<file path="src/include/spc_pkg.sv">
// spc_pkg: constants for the sleep and power controller
// assumes a 20 MHz aclk and a 32-bit axi4-lite register bus
package spc_pkg;
  // --------------------------------------------------------------
  // register map (byte addresses)
  // --------------------------------------------------------------
  localparam logic [7:0] ADDR_MCU_CTRL   = 8'h00;
  localparam logic [7:0] ADDR_PWR_RED    = 8'h04;
  localparam logic [7:0] ADDR_STATUS     = 8'h08;
  // mcu_control_register fields
  localparam int BIT_BOD_OFF    = 7;
  localparam int BIT_SLEEP_ARM  = 5;
  localparam int BIT_MODE_HI    = 4;
  localparam int BIT_MODE_LO    = 3;
  localparam int BIT_BOD_UNLOCK = 2;
  localparam logic [7:0] MCU_CTRL_RESET = 8'h00;
  localparam logic [7:0] MCU_CTRL_WMASK = 8'h7F; // bod bit via sequence only
  // power_reduction_register: low four bits writable
  localparam logic [7:0] PWR_RED_RESET  = 8'h00;
  localparam logic [7:0] PWR_RED_WMASK  = 8'h0F;
  localparam int PR_TIM1 = 3;
  localparam int PR_TIM0 = 2;
  localparam int PR_USI  = 1;
  localparam int PR_ADC  = 0;
  // sleep modes
  localparam logic [1:0] MODE_IDLE = 2'h0;
  localparam logic [1:0] MODE_ADC  = 2'h1;
  localparam logic [1:0] MODE_PDN  = 2'h2;
  // --------------------------------------------------------------
  // timing
  // --------------------------------------------------------------
  localparam logic [3:0] WAKE_HALT_CYC   = 4'h4; // halt after start-up
  localparam logic [3:0] UNLOCK_WIN_CYC  = 4'h4; // bod unlock window
  localparam logic [3:0] BOD_DELAY_CYC   = 4'h3; // bod bit becomes active
  localparam logic [3:0] BOD_ACTIVE_CYC  = 4'h3; // bod bit active span
  localparam logic [15:0] STARTUP_CYC    = 16'h0010;
  localparam logic [15:0] RESET_WAKE_CYC = 16'h0040;
  localparam logic [1:0] RESP_OKAY   = 2'h0;
  localparam logic [1:0] RESP_SLVERR = 2'h2;
  typedef enum logic [1:0] {
    SPC_RUN   = 2'b00,
    SPC_SLEEP = 2'b01,
    SPC_START = 2'b11,
    SPC_HALT  = 2'b10
  } spc_state_t;
endpackage

</file>
<file path="src/logic/spc_ctrl.sv">
// spc_ctrl: sleep mode, clock gating, bod sleep-off and module clock stop
// assumes core strobes and wake sources are synchronous to aclk
//
// How it works
// - sleep only if arm bit set when sleep instruction executes
// - mode field 00 idle, 01 adc noise reduction, 10 power-down
// - interrupt wake holds core four cycles past start-up, then resumes
// - core stays halted, never reset, so registers and sram are kept
// - reset during sleep wakes to reset vector, not the next instruction
// - idle stops core and flash clocks, keeps io, adc and oscillator
// - idle wakes on any enabled interrupt
// - entering idle or adc mode with adc enabled starts a conversion
// - adc mode stops io, core and flash clocks, keeps adc clock
// - adc mode wakes on adc done, resets, self-programming, ext0 level, pin change
// - power-down stops oscillator and every generated clock
// - power-down wakes on resets, watchdog, ext0 level, pin change
// - bod off on entering power-down with sleep-off set, on at wake
// - wake delay after bod-off sleep equals the reset wake delay
// - bod sleep-off control is bit 7, resets to zero
// - sleep-off control set only by timed sequence, plain writes ignored
// - write both bits one, then within four cycles bod one, unlock zero
// - sleep-off active three cycles after set, clears three cycles later
// - module stop bit gates its clock and blocks its register access
// - clearing the bit restarts the clock with state untouched
// - module stop acts in active and idle, and for the adc also in adc mode; other clocks already stopped in deeper modes
// - input buffers off when io and adc clocks both stop, wake pins kept
// - adc enable untouched by sleep; re-enable requests extended conversion
// - comparator forced off in modes deeper than adc noise reduction
//
// Chosen here: the AXI4-Lite interface to the registers and the placing of the registers.
`timescale 1ns/10ps
module spc_ctrl (
  input  wire logic        aclk,
  input  wire logic        aresetn,
  input  wire logic        clk_en,
  // axi4-lite slave
  input  wire logic [7:0]  s_axi_awaddr,
  input  wire logic        s_axi_awvalid,
  output logic             s_axi_awready,
  input  wire logic [31:0] s_axi_wdata,
  input  wire logic [3:0]  s_axi_wstrb,
  input  wire logic        s_axi_wvalid,
  output logic             s_axi_wready,
  output logic [1:0]       s_axi_bresp,
  output logic             s_axi_bvalid,
  input  wire logic        s_axi_bready,
  input  wire logic [7:0]  s_axi_araddr,
  input  wire logic        s_axi_arvalid,
  output logic             s_axi_arready,
  output logic [31:0]      s_axi_rdata,
  output logic [1:0]       s_axi_rresp,
  output logic             s_axi_rvalid,
  input  wire logic        s_axi_rready,
  // core side
  input  wire logic        sleep_instr,
  input  wire logic        sys_reset_req,
  input  wire logic        adc_enabled,
  // wake sources
  input  wire logic        irq_ext0_level,
  input  wire logic        irq_ext0_edge,
  input  wire logic        irq_pin_change,
  input  wire logic        irq_selfprog_ready,
  input  wire logic        irq_adc_done,
  input  wire logic        irq_other_io,
  input  wire logic        irq_watchdog,
  input  wire logic        rst_wake,
  // clock and power controls
  output logic             core_clk_en,
  output logic             flash_clk_en,
  output logic             io_clk_en,
  output logic             adc_clk_en,
  output logic             osc_en,
  output logic             bod_en,
  output logic             core_halt,
  output logic             take_irq,
  output logic             restart_reset,
  output logic             adc_start,
  output logic             adc_extended,
  output logic             comparator_force_off,
  output logic             input_buf_en,
  output logic [3:0]       module_clk_en,
  output logic [3:0]       module_access_en
);

  // --------------------------------------------------------------
  // state
  // --------------------------------------------------------------
  typedef struct packed {
    spc_pkg::spc_state_t st;
    logic [1:0]  mode;
    logic        bod_off_sleep;
    logic        wake_reset;
    logic [15:0] cnt;
    logic [7:0]  mcu_ctrl;
    logic [7:0]  pwr_red;
    logic [3:0]  unlock_cnt;
    logic [3:0]  bod_cnt;
    logic        bod_active;
    logic        adc_start;
    logic        take_irq;
    logic        restart;
    logic        adc_was_on;
    logic        adc_ext;
    logic        bvalid;
    logic        rvalid;
    logic [31:0] rdata;
    logic        rerr;
    logic        werr;
  } spc_regs_t;

  spc_regs_t r_r;
  spc_regs_t r_nxt;

  // wake permitted per mode
  function automatic logic wake_ok(input logic [1:0] m, input logic lvl, input logic edg,
                                   input logic pc, input logic self_programming_operation, input logic adc,
                                   input logic oth, input logic wdt);
    logic w;
    w = 1'b0;
    case (m)
      spc_pkg::MODE_IDLE: w = lvl | edg | pc | self_programming_operation | adc | oth | wdt;
      spc_pkg::MODE_ADC:  w = lvl | pc | self_programming_operation | adc | wdt;
      spc_pkg::MODE_PDN:  w = lvl | pc | wdt;
      default:            w = 1'b0;
    endcase
    return w;
  endfunction

  logic wake_irq;
  logic aw_go;
  logic ar_go;
  logic [7:0] wbyte;
  logic asleep;

  assign wake_irq = wake_ok(r_r.mode, irq_ext0_level, irq_ext0_edge, irq_pin_change,
                            irq_selfprog_ready, irq_adc_done, irq_other_io, irq_watchdog);
  // write taken only with both channels present; ready mirrors that
  assign aw_go = s_axi_awvalid & s_axi_wvalid & ~r_r.bvalid & clk_en;
  assign ar_go = s_axi_arvalid & ~r_r.rvalid & clk_en;
  assign wbyte = s_axi_wstrb[0] ? s_axi_wdata[7:0] : 8'h00;
  assign asleep = (r_r.st == spc_pkg::SPC_SLEEP);

  // --------------------------------------------------------------
  // next-state logic
  // --------------------------------------------------------------
  always_comb begin
    r_nxt = r_r;
    r_nxt.adc_start = 1'b0;
    r_nxt.take_irq  = 1'b0;
    r_nxt.restart   = 1'b0;
    // bod sleep-off timing
    if (r_r.unlock_cnt != 4'h0) begin
      r_nxt.unlock_cnt = r_r.unlock_cnt - 4'h1;
    end
    if (r_r.unlock_cnt == 4'h1) begin
      r_nxt.mcu_ctrl[spc_pkg::BIT_BOD_UNLOCK] = 1'b0;
    end
    if (r_r.bod_cnt != 4'h0) begin
      r_nxt.bod_cnt = r_r.bod_cnt - 4'h1;
      if (r_r.bod_cnt == spc_pkg::BOD_ACTIVE_CYC + 4'h1) begin
        r_nxt.bod_active = 1'b1;
      end
      if (r_r.bod_cnt == 4'h1) begin
        r_nxt.bod_active = 1'b0;
        r_nxt.mcu_ctrl[spc_pkg::BIT_BOD_OFF] = 1'b0;
      end
    end
    // register writes
    if (aw_go) begin
      r_nxt.bvalid = 1'b1;
      r_nxt.werr = 1'b0;
      case (s_axi_awaddr)
        spc_pkg::ADDR_MCU_CTRL: if (s_axi_wstrb[0]) begin
          r_nxt.mcu_ctrl = (r_r.mcu_ctrl & ~spc_pkg::MCU_CTRL_WMASK)
                         | (wbyte & spc_pkg::MCU_CTRL_WMASK);
          if (wbyte[spc_pkg::BIT_BOD_OFF] && wbyte[spc_pkg::BIT_BOD_UNLOCK]) begin
            r_nxt.unlock_cnt = spc_pkg::UNLOCK_WIN_CYC;
          end else if (wbyte[spc_pkg::BIT_BOD_OFF] && r_r.unlock_cnt != 4'h0) begin
            r_nxt.mcu_ctrl[spc_pkg::BIT_BOD_OFF] = 1'b1;
            r_nxt.mcu_ctrl[spc_pkg::BIT_BOD_UNLOCK] = 1'b0;
            r_nxt.unlock_cnt = 4'h0;
            r_nxt.bod_cnt = spc_pkg::BOD_DELAY_CYC + spc_pkg::BOD_ACTIVE_CYC;
          end else begin
            r_nxt.mcu_ctrl[spc_pkg::BIT_BOD_UNLOCK] = 1'b0; // plain write: no effect
            r_nxt.unlock_cnt = 4'h0;
          end
        end
        spc_pkg::ADDR_PWR_RED: if (s_axi_wstrb[0]) begin
          r_nxt.pwr_red = wbyte & spc_pkg::PWR_RED_WMASK;
        end
        spc_pkg::ADDR_STATUS: ;
        default: r_nxt.werr = 1'b1;
      endcase
    end else if (s_axi_bready) begin
      r_nxt.bvalid = 1'b0;
    end
    // register reads
    if (ar_go) begin
      r_nxt.rvalid = 1'b1;
      r_nxt.rerr = 1'b0;
      case (s_axi_araddr)
        spc_pkg::ADDR_MCU_CTRL: r_nxt.rdata = {24'h000000, r_r.mcu_ctrl};
        spc_pkg::ADDR_PWR_RED:  r_nxt.rdata = {24'h000000, r_r.pwr_red};
        spc_pkg::ADDR_STATUS:   r_nxt.rdata = {27'h0000000, r_r.bod_active,
                                               r_r.mode, r_r.st};
        default: begin
          r_nxt.rdata = 32'h00000000;
          r_nxt.rerr = 1'b1;
        end
      endcase
    end else if (s_axi_rready) begin
      r_nxt.rvalid = 1'b0;
    end
    // adc re-enable tracking
    r_nxt.adc_was_on = adc_enabled;
    if (adc_enabled && !r_r.adc_was_on) begin
      r_nxt.adc_ext = 1'b1;
    end else if (r_r.adc_start) begin
      r_nxt.adc_ext = 1'b0;
    end
    // sleep sequencer
    case (r_r.st)
      spc_pkg::SPC_RUN: begin
        if (sleep_instr && r_r.mcu_ctrl[spc_pkg::BIT_SLEEP_ARM] &&
            r_r.mcu_ctrl[spc_pkg::BIT_MODE_HI:spc_pkg::BIT_MODE_LO] != 2'h3) begin
          r_nxt.st = spc_pkg::SPC_SLEEP;
          r_nxt.mode = r_r.mcu_ctrl[spc_pkg::BIT_MODE_HI:spc_pkg::BIT_MODE_LO];
          r_nxt.bod_off_sleep = r_r.bod_active &&
            r_r.mcu_ctrl[spc_pkg::BIT_MODE_HI:spc_pkg::BIT_MODE_LO] == spc_pkg::MODE_PDN;
          r_nxt.adc_start = adc_enabled &&
            r_r.mcu_ctrl[spc_pkg::BIT_MODE_HI:spc_pkg::BIT_MODE_LO] != spc_pkg::MODE_PDN;
        end
      end
      spc_pkg::SPC_SLEEP: begin
        if (rst_wake || wake_irq) begin
          r_nxt.st = spc_pkg::SPC_START;
          r_nxt.wake_reset = rst_wake;
          // bod restart or reset wake uses the longer delay
          r_nxt.cnt = (r_r.bod_off_sleep || rst_wake) ? spc_pkg::RESET_WAKE_CYC
                                                      : spc_pkg::STARTUP_CYC;
        end
      end
      spc_pkg::SPC_START: begin
        r_nxt.bod_off_sleep = 1'b0;
        if (r_r.cnt <= 16'h0001) begin
          r_nxt.st = spc_pkg::SPC_HALT;
          r_nxt.cnt = {12'h000, spc_pkg::WAKE_HALT_CYC};
        end else begin
          r_nxt.cnt = r_r.cnt - 16'h0001;
        end
      end
      spc_pkg::SPC_HALT: begin
        if (r_r.cnt <= 16'h0001) begin
          r_nxt.st = spc_pkg::SPC_RUN;
          r_nxt.take_irq = ~r_r.wake_reset;
          r_nxt.restart  = r_r.wake_reset;
          r_nxt.wake_reset = 1'b0;
        end else begin
          r_nxt.cnt = r_r.cnt - 16'h0001;
        end
      end
      default: r_nxt.st = spc_pkg::SPC_RUN;
    endcase
  end

  // --------------------------------------------------------------
  // state register; clk_en freezes everything
  // --------------------------------------------------------------
  always_ff @(posedge aclk) begin
    if (!aresetn) begin
      r_r <= '0; // reset values are all zero
    end else if (clk_en) begin
      r_r <= r_nxt;
    end
  end

  // --------------------------------------------------------------
  // outputs
  // --------------------------------------------------------------
  // core never reset by sleep, so register file and sram survive
  assign core_clk_en  = ~asleep & (r_r.st == spc_pkg::SPC_RUN);
  assign flash_clk_en = core_clk_en;
  assign io_clk_en    = ~(asleep && r_r.mode != spc_pkg::MODE_IDLE);
  assign adc_clk_en   = ~(asleep && r_r.mode == spc_pkg::MODE_PDN);
  assign osc_en       = adc_clk_en;
  assign bod_en       = ~(asleep && r_r.bod_off_sleep);
  assign core_halt    = ~core_clk_en;
  assign take_irq     = r_r.take_irq;
  assign restart_reset = r_r.restart | sys_reset_req;
  assign adc_start    = r_r.adc_start;
  assign adc_extended = r_r.adc_ext;
  assign comparator_force_off = asleep && r_r.mode == spc_pkg::MODE_PDN;
  assign input_buf_en = ~(asleep && r_r.mode == spc_pkg::MODE_PDN);
  // module gating only meaningful while io/adc clocks run
  assign module_clk_en = ~r_r.pwr_red[3:0] & {io_clk_en, io_clk_en, io_clk_en, adc_clk_en};
  assign module_access_en = ~r_r.pwr_red[3:0];

  assign s_axi_awready = aw_go;
  assign s_axi_wready  = aw_go;
  assign s_axi_bvalid  = r_r.bvalid;
  assign s_axi_bresp   = r_r.werr ? spc_pkg::RESP_SLVERR : spc_pkg::RESP_OKAY;
  assign s_axi_arready = ar_go;
  assign s_axi_rvalid  = r_r.rvalid;
  assign s_axi_rdata   = r_r.rdata;
  assign s_axi_rresp   = r_r.rerr ? spc_pkg::RESP_SLVERR : spc_pkg::RESP_OKAY;

  // --------------------------------------------------------------
  // checks
  // --------------------------------------------------------------
  property p_arm;
    @(posedge aclk) disable iff (!aresetn)
    (r_r.st == spc_pkg::SPC_RUN && clk_en && sleep_instr &&
     !r_r.mcu_ctrl[spc_pkg::BIT_SLEEP_ARM]) |=> r_r.st == spc_pkg::SPC_RUN;
  endproperty
  a_arm: assert property (p_arm) else $error("sleep entered without arm");
  property p_rsv;
    @(posedge aclk) disable iff (!aresetn)
    (clk_en && r_r.mcu_ctrl[spc_pkg::BIT_MODE_HI:spc_pkg::BIT_MODE_LO] == 2'h3 &&
     r_r.st == spc_pkg::SPC_RUN) |=> !asleep;
  endproperty
  a_rsv: assert property (p_rsv) else $error("reserved mode slept");
  property p_idle;
    @(posedge aclk) disable iff (!aresetn)
    (asleep && r_r.mode == spc_pkg::MODE_IDLE) |-> (!core_clk_en && io_clk_en && osc_en);
  endproperty
  a_idle: assert property (p_idle) else $error("idle clocks wrong");
  property p_adcm;
    @(posedge aclk) disable iff (!aresetn)
    (asleep && r_r.mode == spc_pkg::MODE_ADC) |-> (!io_clk_en && adc_clk_en);
  endproperty
  a_adcm: assert property (p_adcm) else $error("adc mode clocks wrong");
  property p_pdn;
    @(posedge aclk) disable iff (!aresetn)
    (asleep && r_r.mode == spc_pkg::MODE_PDN) |-> (!osc_en && !adc_clk_en && !input_buf_en);
  endproperty
  a_pdn: assert property (p_pdn) else $error("power-down clocks running");
  property p_pdn_wake;
    @(posedge aclk) disable iff (!aresetn)
    (clk_en && asleep && r_r.mode == spc_pkg::MODE_PDN && !rst_wake && irq_other_io &&
     !irq_ext0_level && !irq_pin_change && !irq_watchdog) |=> asleep;
  endproperty
  a_pdn_wake: assert property (p_pdn_wake) else $error("power-down woke on io");
  property p_halt;
    @(posedge aclk) disable iff (!aresetn)
    ($rose(r_r.st == spc_pkg::SPC_HALT) && clk_en) |-> ##1 core_halt ##1 core_halt;
  endproperty
  a_halt: assert property (p_halt) else $error("halt too short");
  property p_bodlife;
    @(posedge aclk) disable iff (!aresetn)
    $rose(r_r.bod_active) |-> r_r.bod_active [*2];
  endproperty
  a_bodlife: assert property (p_bodlife) else $error("bod active too short");
  property p_modstop;
    @(posedge aclk) disable iff (!aresetn)
    r_r.pwr_red[spc_pkg::PR_USI] |-> !module_clk_en[spc_pkg::PR_USI];
  endproperty
  a_modstop: assert property (p_modstop) else $error("stopped module clocked");
endmodule

</file>
<file path="config.mk">
export PLATFORM = sky130hd
export DESIGN_NAME = spc_ctrl
export DESIGN_NICKNAME = d
export VERILOG_FILES = /design/src/include/spc_pkg.sv /design/src/logic/spc_ctrl.sv
export SDC_FILE = /design/constraint.sdc
export NUM_CORES = 1
export LEC_CHECK = 0
export BUFFER_PORTS_ARGS = -buffer_cell sky130_fd_sc_hd__buf_4
export CAP_MARGIN = 15
export CORE_AREA = 2 2 104 81
export CTS_CLUSTER_SIZE = 12
export DETAILED_ROUTE_END_ITERATION = 7
export DIE_AREA = 0 0 106 83
export PLACE_DENSITY_LB_ADDON = 0.25
export SLEW_MARGIN = 20
export SYNTH_ARGS = -nofsm -noshare
export SYNTH_HDL_FRONTEND = slang
export SYNTH_SLANG_ARGS = --single-unit
</file>
<file path="constraint.sdc">
create_clock -name aclk -period 1.85 [get_ports aclk]
set_input_delay 0.37 -clock aclk [delete_from_list [all_inputs] [get_ports aclk]]
set_output_delay 0.37 -clock aclk [all_outputs]
set_load 0.05 [all_outputs]
</file>
# Word level (Yosys, flattened, before mapping)
# Cells that the tools add are included.
[totals]
ff_bits = 84
in_bits = 71
out_inout_bits = 62
elab_cells = 166
[classes]
n_addsub = 3
magnitude_cmp = 1
n_eq_ne = 20
n_mux = 50
bitwise = 29
n_reduce_logical = 42
[op_table]
columns = ["operator", "count"]
rows = [
  ["$pmux W16 S3", 1],
  ["$mux W8", 5],
  ["$mux W16", 2],
  ["$mux W24", 1],
  ["$pmux W8 S3", 1],
  ["$mux W4", 5],
  ["$mux W1", 19],
  ["$mux W17", 1],
  ["$eq A8 B3 Y1 const B", 2],
  ["$eq A8 B4 Y1 const B", 2],
  ["$le A16 B1 Y1 const B", 1],
  ["$logic_not A8 Y1", 2],
  ["$reduce_and A4 Y1", 4],
  ["$sub A16 B1 Y16 const B", 1],
  ["$mux W2", 7],
  ["$reduce_bool A2 Y1", 7],
  ["$ne A2 B2 Y1 const B", 6],
  ["$or A1 B1 Y1", 12],
  ["$logic_and A1 B1 Y1", 10],
  ["$mux W5", 2],
  ["$reduce_and A2 Y1", 5],
  ["$reduce_and A3 Y1", 3],
  ["$eq A2 B2 Y1 const B", 4],
  ["$eq A4 B1 Y1 const B", 2],
  ["other kinds (21)", 40],
]

# Logic depth before layout (Yosys ltp)
# Gate-level depths: netlist (run 1).
[depth]
depth_word = 10
depth_mapped = 9
ltp_nobuf = 8

# Worst setup path after synthesis (run 1)
# Ideal clock, no wire load.
[synth_timing]
kind = "flip-flop to flip-flop"
from = "register r_r, in the netlist s_axi_bvalid"
to = "register r_r[45] (netlist bit)"
setup_ps = 116
arrival_time_ps = 2419
required_time_ps = 1734
setup_slack_ps = -685
path_stages_with_launch = 8
path_buffers = 1
period_less_slack_ps = 2535
cell_sequence = "dfxtp_1 -> and4b_1 -> clkbuf_1 -> nand4_1 -> nor3b_1 -> nand4_1 -> a21boi_0 -> a31o_2"
[synth_via]
elab_chain_cells = 4
[synth_lines]
columns = ["element", "line", "text"]
rows = [
  ["from (decl)", "spc_ctrl.sv:111", "spc_regs_t r_r;"],
  ["from (signal assigned)", "spc_ctrl.sv:273", "r_r <= r_nxt;"],
  ["$not A1 Y1", "spc_ctrl.sv:138", "assign aw_go = s_axi_awvalid & s_axi_wvalid & ~r_r.bvalid & clk_en;"],
  ["$and A1 B1 Y1 (2 in a row)", "spc_ctrl.sv:138", ""],
  ["via s_axi_awready", "spc_ctrl.sv:39", "output logic s_axi_awready,"],
  ["$mux W24", "spc_ctrl.sv:169", "if (aw_go) begin"],
]
# The timed path passes the listed nets, and every way through them passes these cells.
# A chain may end at the register's enable or synchronous reset.

# Final worst setup path (run 1)
[layout_timing]
from = "register r_r[75] (netlist bit)"
to = "register r_r[74] (netlist bit)"
[layout_via]
elab_chain_cells = 3
word_cells_on_any_way = 5
cone_classes = "order compare: 1; eq/ne: 1; mux: 2; reduce/logical: 1"
[layout_lines]
columns = ["element", "line"]
rows = [
  ["$le A16 B1 Y1 (*)", "spc_ctrl.sv:245, spc_ctrl.sv:253"],
  ["$mux W16 or $ne A2 B2 Y1 (tied branches)", "-"],
  ["$pmux W16 S3 or $reduce_and A4 Y1 (tied branches)", "-"],
]
# Mark *: on every way between the ends. The rest lies on a longest branch, timed or not.

==> impl_results.md, run 1 <==
* Outcome: complete, but fails checks
* Failing checks: setup timing
* Most frequent cells in the layout: buf_4 (117), dfxtp_1 (53), nand2_1 (43)
* Maximum clock frequency at 525 MHz
* CTS tree: done
* DP Area at 4250 sq um
* Sequential area share after synthesis at 34.9%
* Multiplexer share of the synthesized area at 2.33%
* # fillers at 676
* Overall routed net length at slightly above 9000 um
* Period minus WS final at 1.90 ns
* DR DRC count at 0
* Clock tree sinks at 60
* RSZ-0062 raised after global routing: yes
* Met2 Routed Length at 4400 um
* Drt wl/cell at between 10 and 15 um
* Largest net degree at the start of global routing at 28
* LEAKAGE at 0.00200 uW
* Final net count at 629
* Cell-internal power at ~2400 uW
* Seq pwr share at a little over two fifths
* Switching portion of total power at 31.5%
* EDFF count, synth at 0
* Tcrit/Tclk final at 103%
* Hold Slack at between 0.2 and 0.3 ns
* Critical Path End Type: flop
* Die area at between 8000 and 9000 sq um
* Maxcap violations at 0
* Die Span Y at 83 um
* Gr ovfl total at 0
* Total track usage at a little over a fifth
* Post-route non-filler standard cell count at 655
* Main combinational cell family by area after synthesis: simple AND/OR/NAND/NOR gates
* Crit-path max FO at 6
* Routed length on met1 at 4190 um
* Type of the most critical hold path: in2reg
* Iter 0 DRT Violations at 164
* Number of global-route vias before repair at 3141
* Psw at 1100 uW
* Layout cells sized above 1 at a little over a third
* Top post-synthesis cells by area: dfxtp_1 (35%), buf_4 (8.7%), a21oi_1 (5.7%), nand2_1 (5.0%), nor2_1 (4.9%)
* Clock root buffer: clkbuf_8
* Ys Warns at 0
* TritonCTS Buffers at 9
* First-pass GRT wire length at approximately 15000 um
* Largest area contributor in the netlist: dfxtp_1
* PortBufs at 79
* Core region area at 7740 sq um
* Netlist cell types at 55
* Hold Violations, Final at 0
* Clk_skew at around 0.016 ns
* Clk_lat worst skew at ~0.35 ns
* Mapped Avg Cell Area at around 8 sq um
* Peak supply drop at 446 uV
* Worst-path clk slew at roughly 0.08 ns
* DR top layer: met4
* Diodes inserted at 0
* Commonest non-fill, non-tap cell in the layout: buf_4
* Synth Instances at 439
* Post-synthesis xor/xnor area fraction at less than 1%
* Synth-to-Final Area Change at 36.7%
* Via Count at 3445
* Post-synth ARST share at 0%
* Setup CP Type: reg2reg
* Startpoint types: flop
* Mapped cell area at 3440 sq um
* Row cnt at 28
* Placed Instances at 631
* Initial core utilization at between 40% and 50%
* Max clock buf depth at 2
* DRT Pass-1 Iters at 5
* Clk pwr share at 34.5%
* Worst Path Required at between 2 and 2.5 ns
* Ports at 133
* H-tree depth at 3
* Post-synthesis simple-gate area fraction at around a quarter
* Ys flop type: dfxtp_1
* Vias/cell at 5.26
* Synth Area in Compound Gates at 20.0%
* CP Data Arrival Time at 2.12 ns
* Antenna-violating nets left at 0
* Synth Area in Adders at 4.37%
* Post-Layout Inst Area at 4700 sq um
* Met3 Wirelength at roughly 510 um
* Top-area cell type share of the netlist area at roughly a third
* Seq cells post-synth at 60
* Pwr Density at around 740 nW/um^2
* Dpl hpwl at roughly 6900 um
* Antenna violations before repair at 0
* Placer Congestion at 0.892
* Combinational cell fraction of total power at around a quarter
* # setup viols final at 5
* Count of pins over their slew limit at 0
* Final worst slack at -0.0533 ns
* Die X at 106 um
## registers in the layout (all words and copies together), names as in the netlist
signal,count
take_irq,1
r_r,47
adc_extended,1
adc_start,1
s_axi_bvalid,1
s_axi_rdata,8
s_axi_rvalid,1
## routing by layer
layer	track usage [%]	up-vias
li1	-	1689
met1	27.1	1624
met2	34.9	119
met3	4.63	13
met4	7.30	0
met5	0	-
## critical path, stage by stage, from the launching register on
cell      delay, ns
dfxtp_2        0.32
or3_4          0.40
nor4b_4        0.31
buf_4          0.20
a31o_4         0.21
nor2_2         0.05
o211ai_1       0.18
o41ai_1        0.10
## cell families (layout without fill, tap and decap cells)
logic type,after synthesis,after routing
AO/OA/AOI/OAI,106,107
XOR/XNOR,2,2
adder cells (fa/ha/maj),12,12
buffers and inverters,86,171
flip-flops,60,60
multiplexers,8,8
other,1,26
AND/OR/NAND/NOR,164,164
## synth_stat cells, types with 3 or more instances
cell type   n
a21oi_1    39
a22oi_1     5
a31oi_1     7
a32o_1      4
and3_1      3
buf_2       3
buf_4      40
clkbuf_1   15
dfxtp_1    60
ha_1       12
inv_1      24
mux2i_1     8
nand2_1    46
nand2b_1    6
nand3_1    11
nand4_1     8
nor2_1     45
nor2b_1     7
nor3_1      9
nor4_1      8
o211ai_1    9
o21ai_0    19
o31ai_1     3
or2_2       6
or3_1       3
## power groups by stage
stage | Combinational [uW] | Clock, uW | Sequential, uW
4_1_cts | 831 | 1240 | 1450
3_3_place_gp | 795 | 0 | 1480
3_5_place_dp | 828 | 0 | 1480
2_1_floorplan | 656 | 0 | 1480
6_report | 836 | 1210 | 1450
5_1_grt | 953 | 1290 | 1470
## final cells by class
class | count | area (sq um) | share of cell area (%)
Clock buffer | 11 | 151 | 3.22
Clock inverter | 4 | 48.8 | 1.04
Sequential cell | 60 | 1210 | 25.8
Multi-Input combinational cell | 319 | 2000 | 42.5
Timing Repair Buffer | 131 | 1060 | 22.5
Tap cell | 105 | 131 | 2.79
Inverter | 25 | 104 | 2.21
## timing repair
| action | 4_1_cts | 5_1_grt |
|---|---|---|
| cloned | 1 | 0 |
| resized for setup | 18 | 36 |
| buffers inserted | 6 | 2 |
| endpoints found under the setup margin | 19 | 26 |
| hold endpoints to repair | 0 | 0 |
| pin swaps | 11 | 17 |
| hold buffers | 0 | 0 |
## through the flow
| step | worst slack [ns] | util [%] | total power (uW) | TNS [ns] |
|---|---|---|---|---|
| finish | -0.0533 | 60.7 | 3500 | -0.116 |
| floorplan | -0.0833 | - | 2130 | -0.0833 |
| CTS | -0.0409 | 58.9 | 3520 | -0.154 |
| global placement | -0.0618 | 54.8 | 2270 | -0.279 |
| detailed placement | -0.107 | 54.8 | 2310 | -0.995 |
| global route | -0.127 | 60.7 | 3710 | -1.21 |
## worst paths after layout
check / from / endpoint / slack, ns / depth (start not counted)
setup / recovery: r_r[75] / r_r[74] / -0.05 / 7
hold / removal: s_axi_wdata[4] / r_r[62] / 0.29 / 3
setup reg to reg: r_r[75] / r_r[74] / -0.05 / 7
hold reg to reg: r_r[64] / r_r[64] / 0.45 / 2
Note: power is estimated with default switching activity, not from simulation.
==> run 2, diff against run 1 <==
CTS_CLUSTER_SIZE = 24   (was 12)
GPL_TIMING_DRIVEN = 0   (was default)
==> run 2 against run 1 <==
The run still ends with setup timing left. Global-route usage grew 1.5 points. Non-clock buffer count rose by 32. Core utilization increased by 4.0 points. Die area unchanged. Critical path depth stayed put.
==> impl_results.md, run 2 (synthesis gave the netlist of run 1 again) <==
* Pwr Density at 722 nW/um^2 (was 744 nW/um^2)
* Worst-margin pin slew at 0.743 ns
* H-tree depth at 3 (unchanged)
* Crit-path max FO at 5 (was 6)
* Max clock buf depth at 2 (unchanged)
* Initial core utilization at 44.4% (unchanged)
* Failing checks: setup timing (unchanged)
* Final worst slack at -0.159 ns (was -0.0533 ns)
* Placed Instances at 646 (was 631)
* Setup CP Type: reg2reg (unchanged)
* Total track usage at 22.6% (was 21.1%)
* PortBufs at 77 (was 79)
* Reg2reg start: r_r[76] (was r_r[75])
* Max FFs per register at 47 (unchanged)
* Critical path cell sequence: or3_4, nor4b_4, a21oi_4, o21ai_4, buf_4, nor2_1, o221a_2 (was or3_4, nor4b_4, buf_4, a31o_4, nor2_2, o211ai_1, o41ai_1)
* Antenna-violating nets left at 0 (unchanged)
* Clock tree sinks at 60 (unchanged)
* RSZ-0062 raised after global routing: yes (unchanged)
* Peak supply drop at 581 uV (was 446 uV)
* Reg area at 1220 sq um (was 1210 sq um)
* Critical Path Start: r_r[76] (was r_r[75])
* Setup TNS at -1.21 ns (was -0.116 ns)
* DR top layer: met4 (unchanged)
* Layout cells sized above 1 at 40.4% (was 36.2%)
* Clock root buffer: clkbuf_8 (unchanged)
* Period minus WS final at 2.01 ns (was 1.90 ns)
* Hold wc startpoint: s_axi_wdata[5] (was s_axi_wdata[4])
* Via Count at 3682 (was 3445)
* DRT Pass-1 Iters at 5 (unchanged)
* First-pass GRT wire length at 15800 um (was 15000 um)
* Diodes inserted at 0 (unchanged)
* Maxcap violations at 0 (unchanged)
* Drt wl/cell at 15.7 um (was 14.1 um)
* Clk_lat worst skew at 0.34 ns (was 0.35 ns)
* Met2 Routed Length at 5040 um (was 4400 um)
* DR DRC count at 0 (unchanged)
* LEAKAGE at 0.00216 uW (was 0.00200 uW)
* Worst-path clk slew at 0.07 ns (was 0.08 ns)
* Core region area at 7740 sq um (unchanged)
* Row cnt at 28 (unchanged)
* Die X at 106 um (unchanged)
* Overall routed net length at 10800 um (was 9260 um)
* Worst rel slew slack at ~50%
* CP Data Arrival Time at 2.24 ns (was 2.12 ns)
* Hold Violations, Final at 0 (unchanged)
* Post-route non-filler standard cell count at 687 (was 655)
* Worst Path Required at 2.09 ns (was 2.06 ns)
* # setup viols final at 17 (was 5)
* Gr ovfl total at 0 (unchanged)
* Antenna violations before repair at 0 (unchanged)
* Finished Core Util at 64.8% (was 60.7%)
* Critical Path End Type: flop (unchanged)
* Type of the most critical hold path: in2reg (unchanged)
* Most flop-heavy register: r_r (unchanged)
* Ports at 133 (unchanged)
* Most frequent cells in the layout: buf_4 (133), dfxtp_1 (52), nand2_1 (42) (was buf_4 (117), dfxtp_1 (53), nand2_1 (43))
* Area of the multi-input gates at 2110 sq um (was 2000 sq um)
* Synth-to-Final Area Change at 45.8% (was 36.7%)
* Count of pins over their slew limit at 0 (unchanged)
* Maximum clock frequency at 498 MHz (was 525 MHz)
* R2R setup slack at -0.16 ns (was -0.05 ns)
* Vias/cell at 5.36 (was 5.26)
* Tcrit/Tclk final at 109% (was 103%)
* Crit-path max cell delay at 0.40 ns (about the same)
* Commonest non-fill, non-tap cell in the layout: buf_4 (unchanged)
* TritonCTS Buffers at 9 (unchanged)
* Final net count at 660 (was 629)
* Met3 Wirelength at 864 um (was 508 um)
* Crit path buffers/inverters at 1 (unchanged)
* Largest net degree at the start of global routing at 11 (was 28)
* Outcome: complete, but fails checks (unchanged)
* Die Span Y at 83 um (unchanged)
* Dpl hpwl at 7140 um (was 6880 um)
* CTS tree: done (unchanged)
* Die area at 8800 sq um (unchanged)
* Delay-heaviest family, CP: simple AND/OR/NAND/NOR gates (unchanged)
* Place WS at -0.422 ns (was -0.107 ns)
* Placer Congestion at 0.891 (was 0.892)
* # fillers at 632 (was 676)
* Iter 0 DRT Violations at 226 (was 164)
* CTS Hold Buffers Added at 0 (unchanged)
* Routed length on met1 at 4660 um (was 4190 um)
* Number of global-route vias before repair at 3248 (was 3141)
* Startpoint types: flop (unchanged)
* Clk_skew at 0.0119 ns (was 0.0160 ns)
* Crit path max-delay cell type: or3_4 (unchanged)
run 2: changes by cell type in the layout (fill, tap and decap cells not counted), moves of 3 or more:
cell      change
clkbuf_1     +12
buf_4        +16
nor2_2        -4
nor3_4        +3
o21ai_0       -3
nor2_1        +4
nor3_1        -4
o21ai_2       +3
run 2: power breakdown:
| group | leakage (uW) | internal, uW | switching, uW |
|---|---|---|---|
| registers | 0.000490 | 1370 | 83.4 |
| clock network | 0.000110 | 733 | 523 |
| logic | 0.00156 | 371 | 537 |
run 2: cell type report:
| type | count | share of cell area [%] |
|---|---|---|
| inverter | 25 | 2.07 |
| timing repair buffer | 102 | 16.2 |
| multi-input combinational | 318 | 42.0 |
| clock buffer | 13 | 3.37 |
| sequential | 60 | 24.3 |
| clock inverter | 3 | 0.873 |
| buffer | 61 | 8.56 |
| tap | 105 | 2.62 |
run 2: path summary, 6_finish.rpt:
path | endpoint | depth (start not counted)
max | r_r[68] | 7
min | r_r[63] | 3
max reg2reg | r_r[68] | 7
min reg2reg | r_r[58] | 2
run 2: timing repair:
item / CTS / global route
setup endpoints to repair: 36 / 37
gates resized for setup: 34 / 70
cloned: 2 / 0
buffers inserted: 12 / 12
pin swaps: 21 / 32
run 2: tightest hold or removal path, delay by kind of cell:
kind / cells / cell delay [ns]
and+or+nand+nor: 1 / 0.05
AOI/OAI and AO/OA: 1 / 0.06
buffers and inverters: 1 / 0.11
run 2: metal layers:
layer,vias to the layer above,track usage [%]
li1,1750,-
met1,1727,31.2
met2,180,34.5
met3,25,5.57
met4,0,7.42
met5,-,0
run 2: through the flow:
step | hold WS (ns) | cell area [sq um] | total power (uW)
2_1_floorplan | 0.431 | 3570 | 2130
3_3_place_gp | 0.439 | 4280 | 2320
3_5_place_dp | 0.452 | 4280 | 2340
4_1_cts | 0.280 | 4700 | 3600
5_1_grt | 0.292 | 5010 | 3800
6_report | 0.286 | 5010 | 3620
